**config.mk**
```make
export PLATFORM = sky130hd
export DESIGN_NAME = sorc_top
export DESIGN_NICKNAME = d
export VERILOG_FILES = /design/src/design/sorc_pkg.sv /design/src/design/sorc_top.sv
export SDC_FILE = /design/constraint.sdc
export NUM_CORES = 1
export LEC_CHECK = 0
export ABC_AREA = 1
export BUFFER_PORTS_ARGS = -buffer_cell sky130_fd_sc_hd__buf_4
export CAP_MARGIN = 20
export CORE_UTILIZATION = 39
export CTS_BUF_LIST = sky130_fd_sc_hd__clkbuf_4
export DETAILED_ROUTE_END_ITERATION = 8
export GPL_ROUTABILITY_DRIVEN = 0
export PLACE_DENSITY_LB_ADDON = 0.12
export SETUP_SLACK_MARGIN = 0.02
export SYNTH_ARGS = -nofsm -noshare
export SYNTH_HDL_FRONTEND = slang
export SYNTH_SLANG_ARGS = --single-unit
export TNS_END_PERCENT = 100
```
**constraint.sdc**
```tcl
create_clock -name clk_i -period 7.75 [get_ports clk_i]
set_input_delay 1.1625 -clock clk_i [delete_from_list [all_inputs] [get_ports clk_i]]
set_output_delay 1.1625 -clock clk_i [all_outputs]
set_load 0.01 [all_outputs]
```
**src/design/sorc_pkg.sv**
```systemverilog
// constants, types and register map of the safety output restart control
package sorc_pkg;

  // ---------------------------------------------------------------
  // clock and timing
  // ---------------------------------------------------------------
  localparam int unsigned CLK_HZ = 100_000_000;
  localparam int unsigned CYC_PER_MS = CLK_HZ / 1000;
  // automatic restart delay reset value
  localparam int unsigned AUTO_DLY_MS = 500;
  localparam logic [31:0] AUTO_DLY_RST = 32'(AUTO_DLY_MS * CYC_PER_MS);
  // half period of the flashing reset indicator
  localparam int unsigned FLASH_HALF_MS = 250;
  localparam logic [31:0] FLASH_HALF_RST = 32'(FLASH_HALF_MS * CYC_PER_MS);
  // contactor drop-out time before feedback is checked
  localparam int unsigned EDM_CHK_MS = 300;
  localparam int unsigned EDM_CHK_CYC = EDM_CHK_MS * CYC_PER_MS;

  // ---------------------------------------------------------------
  // register map (byte addresses)
  // ---------------------------------------------------------------
  localparam int ADDR_W = 4;
  localparam logic [3:0] ADDR_CTRL = 4'h0;
  localparam logic [3:0] ADDR_AUTO_DLY = 4'h4;
  localparam logic [3:0] ADDR_FLASH = 4'h8;
  localparam logic [3:0] ADDR_STATUS = 4'hc;

  // ---------------------------------------------------------------
  // non-safe output indices
  // ---------------------------------------------------------------
  localparam int NS_N = 4;
  localparam int NS_ERR = 0;
  localparam int NS_RSTREQ = 1;
  localparam int NS_FLASH = 2;
  localparam int NS_FIELD = 3;

  // ---------------------------------------------------------------
  // types
  // ---------------------------------------------------------------
  typedef enum logic [1:0] {
    MODE_IMMEDIATE = 2'h0,
    MODE_INTERLOCK = 2'h1,
    MODE_AUTO = 2'h2
  } sorc_mode_t;

  // gray along off -> clear -> on, lock beside
  typedef enum logic [1:0] {
    ST_OFF = 2'h0,
    ST_CLEAR = 2'h1,
    ST_ON = 2'h3,
    ST_LOCK = 2'h2
  } sorc_state_t;

  // control register, bit 0 upward: mode, feedback enable, polarity
  typedef struct packed {
    logic [NS_N-1:0] pol_low;
    logic edm_en;
    sorc_mode_t mode;
  } sorc_ctrl_t;
  localparam int CTRL_W = $bits(sorc_ctrl_t);
  localparam logic [CTRL_W-1:0] CTRL_RST = 7'h01;

  // status register, bit 15 downward
  typedef struct packed {
    logic [7:0] case_sel;
    logic edm_fb;
    logic obj;
    logic sleep;
    logic tripped;
    logic app_lat;
    logic safety_switch_output_pair;
    sorc_state_t state;
  } sorc_stat_t;

endpackage

```
**src/design/sorc_top.sv**
```systemverilog
// safety switching output pair with restart interlock, feedback check and indicators
`timescale 1ns/1ns
// How it works
// - device error forces all safety outputs off and enters the locking state
// - locking state left only by complete restart once the error has gone
// - application error forces safety outputs off without locking
// - after application error is gone, outputs stay off until a reset restart
// - steady reset indicator on while interlock tripped and field clear
// - flashing reset indicator toggles under the same tripped-and-clear condition
// - field indicator active while an object is in the active field
// - reset input clears the restart interlock so outputs may return on
// - sleep pushbutton places the device into sleep mode
// - restart input triggers a full restart, which also clears locking
// - pause input stops recording of the event history
// - immediate mode: output pair on as soon as the field is clear
// - interlock mode: output pair on only on reset or restart input
// - automatic mode: output pair on after configured delay of clear field
// - feedback enabled: after switching off, check feedback input is active
// - feedback inactive after switch-off: lock and keep outputs off
// - active-high setting: output idles low, high while signal active
// - active-low setting: output idles high, low while signal active
// - safety output is a dual-channel pair, off removes the danger
module sorc_top
  import sorc_pkg::*;
#(
  parameter int CASE_W = 6,
  parameter int unsigned EDM_CHK = EDM_CHK_CYC
) (
  // clock and reset
  input wire logic clk_i,
  input wire logic sys_rst_i,
  // avalon-mm slave
  input wire logic [ADDR_W-1:0] avs_address_i,
  input wire logic avs_read_i,
  input wire logic avs_write_i,
  input wire logic [31:0] avs_writedata_i,
  output logic [31:0] avs_readdata_o,
  output logic avs_waitrequest_o,
  // field evaluation and diagnostics
  input wire logic obj_in_field_i,
  input wire logic device_err_i,
  input wire logic app_err_i,
  // local input pins
  input wire logic contactor_feedback_check_i,
  input wire logic reset_btn_i,
  input wire logic sleep_btn_i,
  input wire logic restart_btn_i,
  input wire logic pause_btn_i,
  input wire logic [CASE_W-1:0] case_sel_i,
  // safety switching output pair
  output logic safety_switch_output_pair_a_o,
  output logic safety_switch_output_pair_b_o,
  // non-safe outputs
  output logic [NS_N-1:0] nonsafe_o,
  output logic sleep_mode_o,
  output logic rec_pause_o,
  output logic dev_restart_o,
  output logic locked_o,
  output logic [CASE_W-1:0] case_sel_o
);

  // ---------------------------------------------------------------
  // helpers
  // ---------------------------------------------------------------
  // rising edge of a level sampled once per clock
  // prev comes from a flop cleared by reset, so a pin held high
  // through reset gives one edge on the first clock after release
  function automatic logic rise(input logic now, input logic prev);
    return now & ~prev;
  endfunction

  // saturating count: stops at the limit so it never wraps back to zero
  function automatic logic [31:0] cnt_inc(input logic [31:0] c, input logic [31:0] lim);
    return (c >= lim) ? c : c + 32'h1;
  endfunction

  localparam logic [31:0] EDM_LIM = 32'(EDM_CHK);

  // ---------------------------------------------------------------
  // registers
  // ---------------------------------------------------------------
  sorc_ctrl_t ctrl_ff;
  logic [31:0] auto_dly_ff;
  logic [31:0] flash_half_ff;
  sorc_state_t state_ff;
  sorc_state_t nxt_state;
  logic app_lat_ff;
  logic sleep_ff;
  logic rst_prev_ff;
  logic sleep_prev_ff;
  logic restart_prev_ff;
  logic [31:0] dly_cnt_ff;
  logic [31:0] off_cnt_ff;
  logic [31:0] flash_cnt_ff;
  logic flash_ff;
  logic safety_switch_output_pair_a_ff;
  logic safety_switch_output_pair_b_ff;
  logic [NS_N-1:0] nonsafe_ff;
  logic rec_pause_ff;
  logic dev_restart_ff;
  logic locked_ff;
  logic [CASE_W-1:0] case_sel_ff;
  logic wait_ff;
  logic [31:0] rdata_ff;
  // interlock tripped and field clear, shared by status and indicators
  logic tripped;

  // ---------------------------------------------------------------
  // input events
  // ---------------------------------------------------------------
  wire rst_rise = rise(reset_btn_i, rst_prev_ff);
  wire sleep_rise = rise(sleep_btn_i, sleep_prev_ff);
  wire restart_rise = rise(restart_btn_i, restart_prev_ff);
  wire restart_ok = restart_rise & ~device_err_i;

  always_ff @(posedge clk_i or posedge sys_rst_i) begin
    if (sys_rst_i) begin
      rst_prev_ff <= 1'b0;
      sleep_prev_ff <= 1'b0;
      restart_prev_ff <= 1'b0;
    end else begin
      rst_prev_ff <= reset_btn_i;
      sleep_prev_ff <= sleep_btn_i;
      restart_prev_ff <= restart_btn_i;
    end
  end

  // ---------------------------------------------------------------
  // bus slave
  // ---------------------------------------------------------------
  // one fixed wait cycle: waitrequest drops on the edge a request
  // is seen and rises again at the edge that completes it
  // read data are loaded on the first edge and stand at the second
  wire bus_req = avs_read_i | avs_write_i;
  wire bus_ack = bus_req & ~wait_ff;
  wire bus_wr = avs_write_i & bus_ack;
  wire bus_rd_load = avs_read_i & wait_ff;
  wire wr_ctrl = bus_wr & (avs_address_i == ADDR_CTRL);
  wire wr_dly = bus_wr & (avs_address_i == ADDR_AUTO_DLY);
  wire wr_flash = bus_wr & (avs_address_i == ADDR_FLASH);

  sorc_stat_t stat;
  assign stat.case_sel = 8'(case_sel_ff);
  assign stat.edm_fb = contactor_feedback_check_i;
  assign stat.obj = obj_in_field_i;
  assign stat.sleep = sleep_ff;
  assign stat.tripped = tripped;
  assign stat.app_lat = app_lat_ff;
  assign stat.safety_switch_output_pair = safety_switch_output_pair_a_ff;
  assign stat.state = state_ff;

  logic [31:0] rd_mux;
  always_comb begin
    case (avs_address_i)
      ADDR_CTRL: rd_mux = 32'(ctrl_ff);
      ADDR_AUTO_DLY: rd_mux = auto_dly_ff;
      ADDR_FLASH: rd_mux = flash_half_ff;
      ADDR_STATUS: rd_mux = 32'(stat);
      default: rd_mux = 32'h0;
    endcase
  end

  always_ff @(posedge clk_i or posedge sys_rst_i) begin
    if (sys_rst_i) begin
      wait_ff <= 1'b1;
      rdata_ff <= 32'h0;
    end else begin
      wait_ff <= ~(bus_req & wait_ff);
      if (bus_rd_load) begin
        rdata_ff <= rd_mux;
      end
    end
  end

  always_ff @(posedge clk_i or posedge sys_rst_i) begin
    if (sys_rst_i) begin
      ctrl_ff <= sorc_ctrl_t'(CTRL_RST);
      auto_dly_ff <= AUTO_DLY_RST;
      flash_half_ff <= FLASH_HALF_RST;
    end else begin
      if (wr_ctrl) begin
        ctrl_ff <= sorc_ctrl_t'(avs_writedata_i[CTRL_W-1:0]);
      end
      if (wr_dly) begin
        auto_dly_ff <= avs_writedata_i;
      end
      if (wr_flash) begin
        flash_half_ff <= avs_writedata_i;
      end
    end
  end

  // ---------------------------------------------------------------
  // restart interlock state machine
  // ---------------------------------------------------------------
  // off -> clear -> on is the only way up; every fault drops to off or lock
  // lock is left only by a restart edge while no device error is present
  // anything that holds the pair off regardless of the field
  wire force_off = device_err_i | app_err_i | app_lat_ff | sleep_ff;
  wire obj = obj_in_field_i;
  wire dly_done = dly_cnt_ff >= auto_dly_ff;
  wire edm_fail = ctrl_ff.edm_en & (state_ff != ST_ON) & (off_cnt_ff >= EDM_LIM)
                  & ~contactor_feedback_check_i;

  logic release_ok;
  always_comb begin
    case (ctrl_ff.mode)
      MODE_IMMEDIATE: release_ok = 1'b1;
      MODE_INTERLOCK: release_ok = rst_rise | restart_rise;
      MODE_AUTO: release_ok = dly_done;
      default: release_ok = 1'b0;
    endcase
  end

  always_comb begin
    nxt_state = state_ff;
    case (state_ff)
      ST_LOCK: begin
        if (restart_ok) begin
          nxt_state = ST_OFF;
        end
      end
      ST_OFF: begin
        if (device_err_i | edm_fail) begin
          nxt_state = ST_LOCK;
        end else if (~obj & ~force_off) begin
          nxt_state = ST_CLEAR;
        end
      end
      ST_CLEAR: begin
        if (device_err_i | edm_fail) begin
          nxt_state = ST_LOCK;
        end else if (obj | force_off) begin
          nxt_state = ST_OFF;
        end else if (release_ok) begin
          nxt_state = ST_ON;
        end
      end
      ST_ON: begin
        if (device_err_i) begin
          nxt_state = ST_LOCK;
        end else if (obj | force_off) begin
          nxt_state = ST_OFF;
        end
      end
      default: nxt_state = ST_LOCK;
    endcase
  end

  // interlock tripped and field clear again
  assign tripped = (state_ff == ST_CLEAR) & (ctrl_ff.mode == MODE_INTERLOCK);

  always_ff @(posedge clk_i or posedge sys_rst_i) begin
    if (sys_rst_i) begin
      state_ff <= ST_OFF;
    end else begin
      state_ff <= nxt_state;
    end
  end

  // application error stays latched until a reset or restart once its cause is gone
  // error and clear in one cycle: the error wins
  always_ff @(posedge clk_i or posedge sys_rst_i) begin
    if (sys_rst_i) begin
      app_lat_ff <= 1'b0;
    end else if (app_err_i) begin
      app_lat_ff <= 1'b1;
    end else if (rst_rise | restart_rise) begin
      app_lat_ff <= 1'b0;
    end
  end

  // sleep toggles on each press, a full restart wakes the device
  always_ff @(posedge clk_i or posedge sys_rst_i) begin
    if (sys_rst_i) begin
      sleep_ff <= 1'b0;
    end else if (sleep_rise) begin
      sleep_ff <= ~sleep_ff;
    end else if (restart_rise) begin
      sleep_ff <= 1'b0;
    end
  end

  // ---------------------------------------------------------------
  // timers
  // ---------------------------------------------------------------
  always_ff @(posedge clk_i or posedge sys_rst_i) begin
    if (sys_rst_i) begin
      dly_cnt_ff <= 32'h0;
      off_cnt_ff <= 32'h0;
    end else begin
      if ((state_ff == ST_CLEAR) & ~obj) begin
        dly_cnt_ff <= cnt_inc(dly_cnt_ff, auto_dly_ff);
      end else begin
        dly_cnt_ff <= 32'h0;
      end
      if (safety_switch_output_pair_a_ff) begin
        off_cnt_ff <= 32'h0;
      end else begin
        off_cnt_ff <= cnt_inc(off_cnt_ff, EDM_LIM);
      end
    end
  end

  // flash restarts lit whenever the tripped condition begins
  always_ff @(posedge clk_i or posedge sys_rst_i) begin
    if (sys_rst_i) begin
      flash_cnt_ff <= 32'h0;
      flash_ff <= 1'b0;
    end else if (~tripped) begin
      flash_cnt_ff <= 32'h0;
      flash_ff <= 1'b1;
    end else if (flash_cnt_ff + 32'h1 >= flash_half_ff) begin
      flash_cnt_ff <= 32'h0;
      flash_ff <= ~flash_ff;
    end else begin
      flash_cnt_ff <= flash_cnt_ff + 32'h1;
    end
  end

  // ---------------------------------------------------------------
  // outputs
  // ---------------------------------------------------------------
  // pair taken from the next state so it drops on the edge a fault is seen
  // both channels come from separate flops of the same decision
  wire pair_on = (nxt_state == ST_ON);
  wire [NS_N-1:0] ns_act;
  assign ns_act[NS_ERR] = device_err_i | app_err_i | app_lat_ff | (state_ff == ST_LOCK);
  assign ns_act[NS_RSTREQ] = tripped;
  assign ns_act[NS_FLASH] = tripped & flash_ff;
  assign ns_act[NS_FIELD] = obj;

  always_ff @(posedge clk_i or posedge sys_rst_i) begin
    if (sys_rst_i) begin
      safety_switch_output_pair_a_ff <= 1'b0;
      safety_switch_output_pair_b_ff <= 1'b0;
      nonsafe_ff <= '0;
      rec_pause_ff <= 1'b0;
      dev_restart_ff <= 1'b0;
      locked_ff <= 1'b0;
      case_sel_ff <= '0;
    end else begin
      safety_switch_output_pair_a_ff <= pair_on;
      safety_switch_output_pair_b_ff <= pair_on;
      nonsafe_ff <= ns_act ^ ctrl_ff.pol_low;
      rec_pause_ff <= pause_btn_i;
      dev_restart_ff <= restart_rise;
      locked_ff <= (nxt_state == ST_LOCK);
      case_sel_ff <= case_sel_i;
    end
  end

  // ---------------------------------------------------------------
  // port drive, all from flops
  // ---------------------------------------------------------------
  assign avs_readdata_o = rdata_ff;
  assign avs_waitrequest_o = wait_ff;
  assign safety_switch_output_pair_a_o = safety_switch_output_pair_a_ff;
  assign safety_switch_output_pair_b_o = safety_switch_output_pair_b_ff;
  assign nonsafe_o = nonsafe_ff;
  assign sleep_mode_o = sleep_ff;
  assign rec_pause_o = rec_pause_ff;
  assign dev_restart_o = dev_restart_ff;
  assign locked_o = locked_ff;
  assign case_sel_o = case_sel_ff;

endmodule

```
==> impl_metrics.toml, run 1 <==
[power]
powerDensity_mw_per_mm2 = 209
ir_worst_vdd_mv = 0.0957
total_leakage_power_uw = 0.00713

[clocking]
h-tree-depth = 3
clkSinkCount = 222
cts_buffer_depth = 3
cts_tree = "yes"
cts_hold_buffers = 0
cts.repair.resized = 0
path_clk_slew_ns = 0.07
post-cts-setup-buffers = 0
numCtsBuffers = 67
ctsRootBufferMaster = "clkbuf_4"
clk_latency_ns = 0.71

[worst_setup_path]
end_kind = "register"
worstPathRequired_ns = 8.31
cp_max_fo = 34
crit_path_max_incr_delay_ns = 0.44
cpMaxStageDelayCell = "o21ai_0"
r2r-end = "flash_ff"
crit_top_cell = "nand2_1"
worstSetupStartpointType = "register"
arrival_ns = 3.89
rrSetupSlack_ns = 4.41
crit_type = "reg2reg"
rr_startpoint = "flash_cnt_ff[0]"
reg2reg_depth = 19
cp_cell_sequence = "ha_1 > nand2_1 > nor2_4 > nand3_4 > nor2_4 > nand2_2 > nor2_1 > inv_1 > o21ai_0 > inv_1 > ha_1 > nand4_1 > nor2_1 > nand2_1 > nand2_1 > nand2_1 > nand4_1 > buf_4 > o21ai_0"

[run]
maxCapViolCount = 0

[detailed_routing]
ant_nets = 0
via_count = 10786
drt_iter0_markers = 681
firstDrtPassIters = 7
drc = 0
wirelength_mm = 34.1
wl_per_cell_um = 15.7
vias_per_cell = 4.95

[synthesis]
syn-cell-area_sq_mm = 0.0125
synth_edf_count = 0
yosys_most_used_dff = "dfrtp_1"
ys_async_sr_fraction = 1.00
synth_nets = 1717
synthCells = 1595
postSynthAreaPerCell_sq_um = 7.83
synth_seq_cells = 222
synth_warnings = 0
ys_seq_area_frac = 0.447
synth_cell_types = 52

[die]
io_pins = 103
initial_utilization = 0.396
fp-row-count = 65
die_x_um = 181
die_y_um = 181
die_area_sq_mm = 0.0328
core_area_sq_mm = 0.0316

[finish]
final_nets = 1852
fill_cells = 3183
final_core_util = 0.460
area_delta_synth_final_pct = 16.1
drive_above_1_share = 0.162

[status]
outcome = "complete, no violations"

[global_route]
antenna_found_initial = 1
grt_pass1_vias = 10504
overflow = 0
track_usage = 0.215
grt_start_max_net_pins = 128
grt_pass1_wl_mm = 55.6

[timing]
maxSlewViolCount = 0
finalCriticalPeriod_ns = 3.34
worst_pin_slew_ns = 0.962
timing.fmax_mhz = 300
clock_skew_ns = 0.0702
fin_tns_setup_ns = 0
rsz0062_at_grt = "false"
hold_viol = 0
setup_violations = 0
finalCritPeriodShare = 0.431
slew_headroom = 0.357

[hold_path]
hold_path_class = "reg2reg"
hold-path-endpoint = "dev_restart_o"
hold_depth = 1
hold_path_startpoint = "restart_prev_ff"

[placement]
port_buffers = 102
dpl.hpwl_mm = 25.2
==> cell usage after synthesis (2+ instances only) <==
| cell | number | area [sq um] |
|---|---|---|
| a21o_1 | 3 | 22.5 |
| a21oi_1 | 38 | 190 |
| a221oi_1 | 11 | 96.3 |
| buf_1 | 3 | 11.3 |
| buf_2 | 2 | 10.0 |
| buf_4 | 4 | 30.0 |
| buf_6 | 2 | 22.5 |
| clkbuf_1 | 34 | 128 |
| dfrtp_1 | 196 | 4900 |
| dfstp_2 | 26 | 683 |
| ha_1 | 68 | 851 |
| inv_1 | 239 | 897 |
| inv_2 | 11 | 41.3 |
| nand2_1 | 400 | 1500 |
| nand2_2 | 5 | 31.3 |
| nand3_1 | 47 | 235 |
| nand3_2 | 5 | 50.1 |
| nand4_1 | 35 | 219 |
| nor2_1 | 159 | 597 |
| nor2_2 | 3 | 18.8 |
| nor2_4 | 4 | 45.0 |
| nor3_1 | 43 | 215 |
| nor3_2 | 4 | 40.0 |
| nor3_4 | 2 | 32.5 |
| nor3b_1 | 4 | 30.0 |
| nor4_1 | 10 | 62.6 |
| nor4_4 | 2 | 42.5 |
| o2111ai_1 | 3 | 26.3 |
| o21a_1 | 2 | 15.0 |
| o21ai_0 | 123 | 616 |
| o21ai_1 | 14 | 70.1 |
| o22ai_1 | 18 | 113 |
| o31ai_1 | 13 | 97.6 |
| or2_1 | 2 | 12.5 |
| or2_2 | 2 | 12.5 |
| xnor2_1 | 7 | 61.3 |
| xor2_1 | 36 | 315 |
==> metal layers <==
layer | track usage | vias up | part of all wire
met2 | 0.323 | 266 | 0.44
met5 | 0 | - | 0
met3 | 0.0395 | 74 | 0.049
met1 | 0.303 | 4997 | 0.48
met4 | 0.0898 | 0 | 0.031
li1 | - | 5449 | -
==> cell usage in the layout, fill, tap and decap left out, types with 3 or more instances in the layout <==
| master | count |
|---|---|
| o21ai_0 | 123 |
| o2111ai_1 | 3 |
| nor2_4 | 4 |
| nand3_2 | 5 |
| nor2_1 | 159 |
| o22ai_1 | 18 |
| xnor2_1 | 7 |
| dfstp_2 | 26 |
| nand3_1 | 47 |
| nand2_2 | 7 |
| buf_12 | 3 |
| xor2_1 | 36 |
| nand2_1 | 398 |
| ha_1 | 68 |
| clkinv_1 | 11 |
| clkbuf_4 | 96 |
| nand4_1 | 35 |
| buf_4 | 108 |
| o31ai_1 | 13 |
| nor2_2 | 3 |
| dfrtp_1 | 196 |
| inv_1 | 238 |
| a21o_1 | 3 |
| a21oi_1 | 38 |
| nor3b_1 | 4 |
| nor4_1 | 10 |
| inv_2 | 13 |
| nor3_2 | 4 |
| nor3_1 | 43 |
| a221oi_1 | 11 |
| o21ai_1 | 14 |
==> worst max-delay path by stage <==
stage,startpoint,to,slack [ns]
floorplan,sys_rst_i,app_lat_ff,0.55
global placement,avs_address_i[1],auto_dly_ff[21],4.41
detailed placement,avs_address_i[1],auto_dly_ff[27],4.32
CTS,flash_cnt_ff[0],flash_ff,4.47
global route,flash_cnt_ff[0],flash_ff,4.05
finish,flash_cnt_ff[0],flash_ff,4.41
==> cells by family (layout without fill, tap and decap cells) <==
group,Yosys count,after routing,synth area share
AOI/OAI and AO/OA,230,230,0.103
xor gates and xnor gates,43,43,0.0301
adders and majority gates,68,68,0.0681
buffers and inverters,296,475,0.0915
DFF,222,222,0.447
other,0,1,0
and+or+nand+nor,736,736,0.260
==> critical path, delay by kind of cell, from the launching register on <==
family	cells	cell delay, ns
AO/OA/AOI/OAI	2	0.57
buffers and inverters	3	0.52
adder cells (fa/ha/maj)	2	0.48
flip-flops	1	0.41
AND/OR/NAND/NOR	12	1.21
==> sequential cells by signal, indices dropped and copies added, names as in the netlist, 2 cells and up <==
name	cells
auto_dly_ff	32
avs_readdata_o	32
case_sel_o	6
ctrl_ff	7
dly_cnt_ff	32
flash_cnt_ff	32
flash_half_ff	32
nonsafe_o	4
off_cnt_ff	32
state_ff	2
==> area by class of cell <==
type                    instances  area (sq um)  area share
clock inverters                17           104     0.00716
well taps                     402           503      0.0347
diodes                          1          2.50    0.000173
clock buffers                  96           721      0.0497
multi-input cells            1077          5770       0.398
inverters                     251           950      0.0655
repair buffers                111           871      0.0600
flip-flops and latches        222          5590       0.385
==> power breakdown <==
part           switching, uW  internal, uW
Combinational            324           190
Clock                    525           601
Sequential              94.2          1300
==> per-stage QoR <==
step,total power [uW],instance area (sq um),hold slack [ns],instances,setup WS [ns]
final,3040,14500,0.417,2177,4.41
after global routing,3240,14500,0.447,2177,4.05
after CTS,3080,14500,0.416,2174,4.47
after detailed placement,1930,13600,0.399,2061,4.32
after global placement,1920,13600,0.393,2061,4.41
after floorplan,1730,12500,0.388,1595,0.553
(Power assumes the default switching activity.)
==> run 2: changes to the inputs <==
clock period = 3.1 ns   (was 7.75 ns; I/O delays follow)
==> impl_metrics.toml, run 2 (synthesis gave the netlist of run 1 again) <==
[status]
outcome = "complete, but fails checks"
violations = "setup timing"

[finish]
final_nets = 1920
fill_cells = 3116
final_common_cell = "nand2_1"
area_delta_synth_final_pct = 23.0
layout_common_cells = "nand2_1 (395), inv_1 (236), dfrtp_1 (196), nor2_1 (153), buf_4 (130)"
drive_above_1_share = 0.182
design_area_sq_mm = 0.0154

[worst_setup_path]
cp_max_fo = 8
crit_type = "reg2reg"
worstSetupStartpointType = "register"
cp_cell_sequence = "inv_1 > nor3_1 > buf_4 > nand2_1 > nor2_1 > xnor2_1 > inv_1 > ha_1 > nand4_1 > nor2_1 > nand2_1 > nand2_1 > nand2_1 > nand4_1 > buf_6 > clkbuf_16 > nor2_1"
cpMaxStageDelayCell = "dfrtp_1"
arrival_ns = 3.67
crit_top_cell = "nand2_1"
worstPathRequired_ns = 3.65
end_kind = "register"
crit_path_max_incr_delay_ns = 0.38
reg2reg_depth = 17

[detailed_routing]
via_count = 11079
wl_per_cell_um = 15.5
vias_per_cell = 4.92
ant_nets = 0
drc = 0
wirelength_mm = 34.9
firstDrtPassIters = 5
drt_iter0_markers = 618

[timing]
fin_tns_setup_ns = -0.182
worst_pin_slew_ns = 0.768
maxSlewViolCount = 0
setup_violations = 18
finalCritPeriodShare = 1.01
rsz0062_at_grt = "true"
timing.fmax_mhz = 321
hold_viol = 0
slew_headroom = 0.486
clock_skew_ns = 0.0631
finalCriticalPeriod_ns = 3.12
setup_ws_ns = -0.0201

[die]
die_x_um = 181
core_area_sq_mm = 0.0316
die_area_sq_mm = 0.0328
io_pins = 103
initial_utilization = 0.396
fp-row-count = 65
die_y_um = 181

[power]
ir_worst_vdd_mv = 0.335
switchingPower_uw = 2390
seq_power_share = 0.442
power.internal_uw = 5520
total_leakage_power_uw = 0.00754
swShare = 0.302
powerDensity_mw_per_mm2 = 514
combPwrFrac = 0.170
p_clk_frac = 0.388

[global_route]
grt_pass1_vias = 10792
overflow = 0
antenna_found_initial = 1
track_usage = 0.218
grt_pass1_wl_mm = 56.2
grt_start_max_net_pins = 78

[clocking]
ctsRootBufferMaster = "clkbuf_4"
clk_latency_ns = 0.72
numCtsBuffers = 68
h-tree-depth = 3
path_clk_slew_ns = 0.06
cts_tree = "yes"
clkSinkCount = 222
cts_buffer_depth = 3

[run]
maxCapViolCount = 0

[placement]
port_buffers = 102
dpl.hpwl_mm = 25.7
place_area_sq_mm = 0.0138

[hold_path]
hold_path_class = "in2reg"
hold_depth = 3
-- run 2: cell count changes in the layout (fill, tap and decap cells not counted), sizes merged --
cell | previous run | this run
clkbuf | 96 | 104
inv | 253 | 249
buf | 111 | 136
dlygate4sd3 | 0 | 39
clkinv | 12 | 18
bufinv | 1 | 3
clkinvlp | 2 | 1
-- run 2: area by class of cell --
class / count / area [sq um] / area share
Multi-Input combinational cell: 1077 / 5860 / 0.382
Sequential cell: 222 / 5590 / 0.364
Timing Repair Buffer: 178 / 1540 / 0.100
Inverter: 251 / 946 / 0.0615
Clock buffer: 101 / 758 / 0.0493
Tap cell: 402 / 503 / 0.0327
Clock inverter: 20 / 164 / 0.0107
Antenna cell: 1 / 2.50 / 0.000163
-- run 2: through the flow --
| stage | hold WS [ns] | util | power [uW] | worst slack, ns | instances |
|---|---|---|---|---|---|
| 2_1_floorplan | 0.388 | - | 4330 | -0.240 | 1595 |
| 3_3_place_gp | 0.392 | 0.439 | 4820 | 0.115 | 2083 |
| 3_5_place_dp | 0.399 | 0.439 | 4850 | 0.0566 | 2083 |
| 4_1_cts | 0.000932 | 0.480 | 8020 | 0.0401 | 2243 |
| 5_1_grt | 0.0211 | 0.487 | 8430 | -0.247 | 2252 |
| 6_report | 0.0524 | 0.487 | 7900 | -0.0201 | 2252 |
-- run 2: final timing paths --
path | startpoint | end | slack (ns)
max | flash_cnt_ff[7] | flash_cnt_ff[19] | -0.02
min | avs_writedata_i[9] | auto_dly_ff[9] | 0.05
max reg2reg | flash_cnt_ff[7] | flash_cnt_ff[19] | -0.02
min reg2reg | restart_prev_ff | dev_restart_o | 0.41
max in group asynchronous | sys_rst_i | avs_waitrequest_o | 1.94
min in group asynchronous | sys_rst_i | flash_half_ff[3] | 0.29
-- run 2: power by group through the flow --
stage	registers, uW	logic, uW	clock network (uW)
floorplan	3490	841	0
global placement	3540	1280	0
detailed placement	3540	1310	0
CTS	3490	1350	3180
global route	3530	1570	3330
finish	3490	1340	3070
-- run 2: worst max-delay path, delay by kind of cell (launching register included) --
family / cells / cell delay, ns
simple gates: 10 / 1.32
buf+inv: 5 / 0.70
flops: 1 / 0.38
fa+ha+maj: 1 / 0.32
xor+xnor: 1 / 0.25
-- run 2: repair_timing --
| item | in CTS | in global routing |
|---|---|---|
| hold buffers | 39 | 0 |
| buffers inserted | 0 | 4 |
| endpoints found under the setup margin | 0 | 33 |
| gates resized for setup | 0 | 26 |
| hold endpoints to repair | 65 | 0 |
-- run 2: per-layer routing --
| layer | up-vias | GRT usage | wire (um) | share of wire |
|---|---|---|---|---|
| li1 | 5585 | - | - | - |
| met1 | 5163 | 0.304 | 16600 | 0.48 |
| met2 | 245 | 0.330 | 15500 | 0.45 |
| met3 | 86 | 0.0413 | 1510 | 0.043 |
| met4 | 0 | 0.0936 | 1220 | 0.035 |
| met5 | - | 0 | 0 | 0 |
==> run 3: changes to the inputs <==
clock period = 2.79 ns   (was 3.1 ns; I/O delays follow)
==> impl_metrics.toml, run 3 (synthesis gave the netlist of run 1 again) <==
[status]
outcome = "complete, but fails checks"
violations = "setup timing"

[die]
die_x_um = 181
initial_utilization = 0.396
io_pins = 103
fp-row-count = 65
core_area_sq_mm = 0.0316
die_y_um = 181
die_area_sq_mm = 0.0328

[worst_setup_path]
r2r-end = "flash_cnt_ff[14]"
cp_num_buf_inv = 4
reg2reg_depth = 16
end_kind = "register"
worstPathRequired_ns = 3.39
critPathTopFamily = "simple AND/OR/NAND/NOR gates"
cp_cell_sequence = "inv_1 > nor4_4 > nand4_2 > nor2_4 > nand2_1 > xor2_2 > inv_1 > ha_1 > a21oi_1 > o21ai_0 > a21oi_1 > o21a_1 > nand4_1 > buf_6 > clkbuf_16 > nor3_4"
rr_startpoint = "flash_cnt_ff[6]"
crit_path_max_incr_delay_ns = 0.34
worstSetupStartpointType = "register"
crit_type = "reg2reg"
rrSetupSlack_ns = -0.28
cp_max_fo = 11
cpMaxStageDelayCell = "dfrtp_1"
arrival_ns = 3.66

[timing]
finalCriticalPeriod_ns = 3.07
clock_skew_ns = 0.0643
hold_viol = 0
worst_pin_slew_ns = 0.898
fin_tns_setup_ns = -7.32
timing.fmax_mhz = 326
finalCritPeriodShare = 1.10
setup_ws_ns = -0.275
maxSlewViolCount = 0
setup_violations = 33
rsz0062_at_grt = "true"
slew_headroom = 0.402

[power]
total_power_uw = 8810
powerDensity_mw_per_mm2 = 553
ir_worst_vdd_mv = 0.262
total_leakage_power_uw = 0.00781

[global_route]
grt_start_max_net_pins = 153
antenna_found_initial = 1
track_usage = 0.219
overflow = 0
grt_pass1_wl_mm = 56.9
grt_pass1_vias = 10886

[clocking]
h-tree-depth = 3
clkSinkCount = 222
path_clk_slew_ns = 0.06
ctsRootBufferMaster = "clkbuf_4"
cts_buffer_depth = 3
cts_tree = "yes"
numCtsBuffers = 67
clk_latency_ns = 0.71

[hold_path]
hold_path_class = "in2reg"
hold_path_startpoint = "avs_writedata_i[0]"
hold-path-endpoint = "auto_dly_ff[0]"
hold_depth = 3

[detailed_routing]
wirelength_mm = 35.1
vias_per_cell = 4.91
firstDrtPassIters = 5
wl_per_cell_um = 15.2
ant_nets = 0
via_count = 11342
drc = 0
drt_iter0_markers = 623

[finish]
drive_above_1_share = 0.217
stdcell_count = 2311
final_nets = 1981
design_area_sq_mm = 0.0159
area_delta_synth_final_pct = 27.5
final_common_cell = "nand2_1"
layout_common_cells = "nand2_1 (396), inv_1 (237), dfrtp_1 (196), buf_4 (185), nor2_1 (135)"

[run]
maxCapViolCount = 0

[placement]
dp_cells = 2133
dpl.hpwl_mm = 25.5
place_area_sq_mm = 0.0142
dp_slack_ns = -0.283
port_buffers = 102
==> run 3: how the worst max path moves through the flow <==
stage | start | endpoint | slack [ns] | cells after the start
2_1_floorplan | sys_rst_i | app_lat_ff | -0.50 | 1
3_3_place_gp | flash_cnt_ff[0] | flash_ff | -0.21 | 19
3_5_place_dp | flash_cnt_ff[0] | flash_ff | -0.28 | 21
4_1_cts | flash_cnt_ff[0] | flash_cnt_ff[22] | -0.22 | 22
5_1_grt | flash_cnt_ff[0] | flash_cnt_ff[14] | -0.51 | 23
6_report | flash_cnt_ff[6] | flash_cnt_ff[14] | -0.28 | 16
==> run 3: repair_timing <==
item	4_1_cts	5_1_grt
hold endpoints to repair	140	0
pin swaps	0	3
hold buffers	46	0
setup buffers	6	4
resized for setup	14	44
setup endpoints to repair	33	36
cloned	1	2
==> run 3: layout make-up <==
cell class / count / area (sq um)
diodes: 1 / 2.50
multi-input cells: 1077 / 5970
repair buffers: 240 / 2010
well taps: 402 / 503
clock buffers: 100 / 751
flip-flops and latches: 222 / 5590
clock inverters: 18 / 159
inverters: 251 / 946
fillers: 3116 / 15600
==> run 3: per-stage QoR <==
step,hold WS (ns),utilization
final,0.0773,0.505
after CTS,0.0132,0.497
after floorplan,0.388,-
after detailed placement,0.332,0.450
after global placement,0.331,0.450
after global routing,0.0425,0.505
==> run 3: worst min-delay path, cell delays in order <==
cell     delay [ns]
buf_4          0.08
inv_1          0.08
o21ai_0        0.17
==> run 3: power by group <==
part | internal, uW | total [uW] | switching, uW
Combinational | 592 | 1520 | 926
Clock | 1920 | 3410 | 1490
Sequential | 3620 | 3880 | 259
Total | 6130 | 8810 | 2680
==> run 3: layer usage <==
layer,up-vias,routed length [um],GRT usage
met5,-,0,0
met4,0,979,0.0797
met3,77,1600,0.0417
met2,275,15400,0.333
met1,5294,17100,0.311
li1,5696,-,-
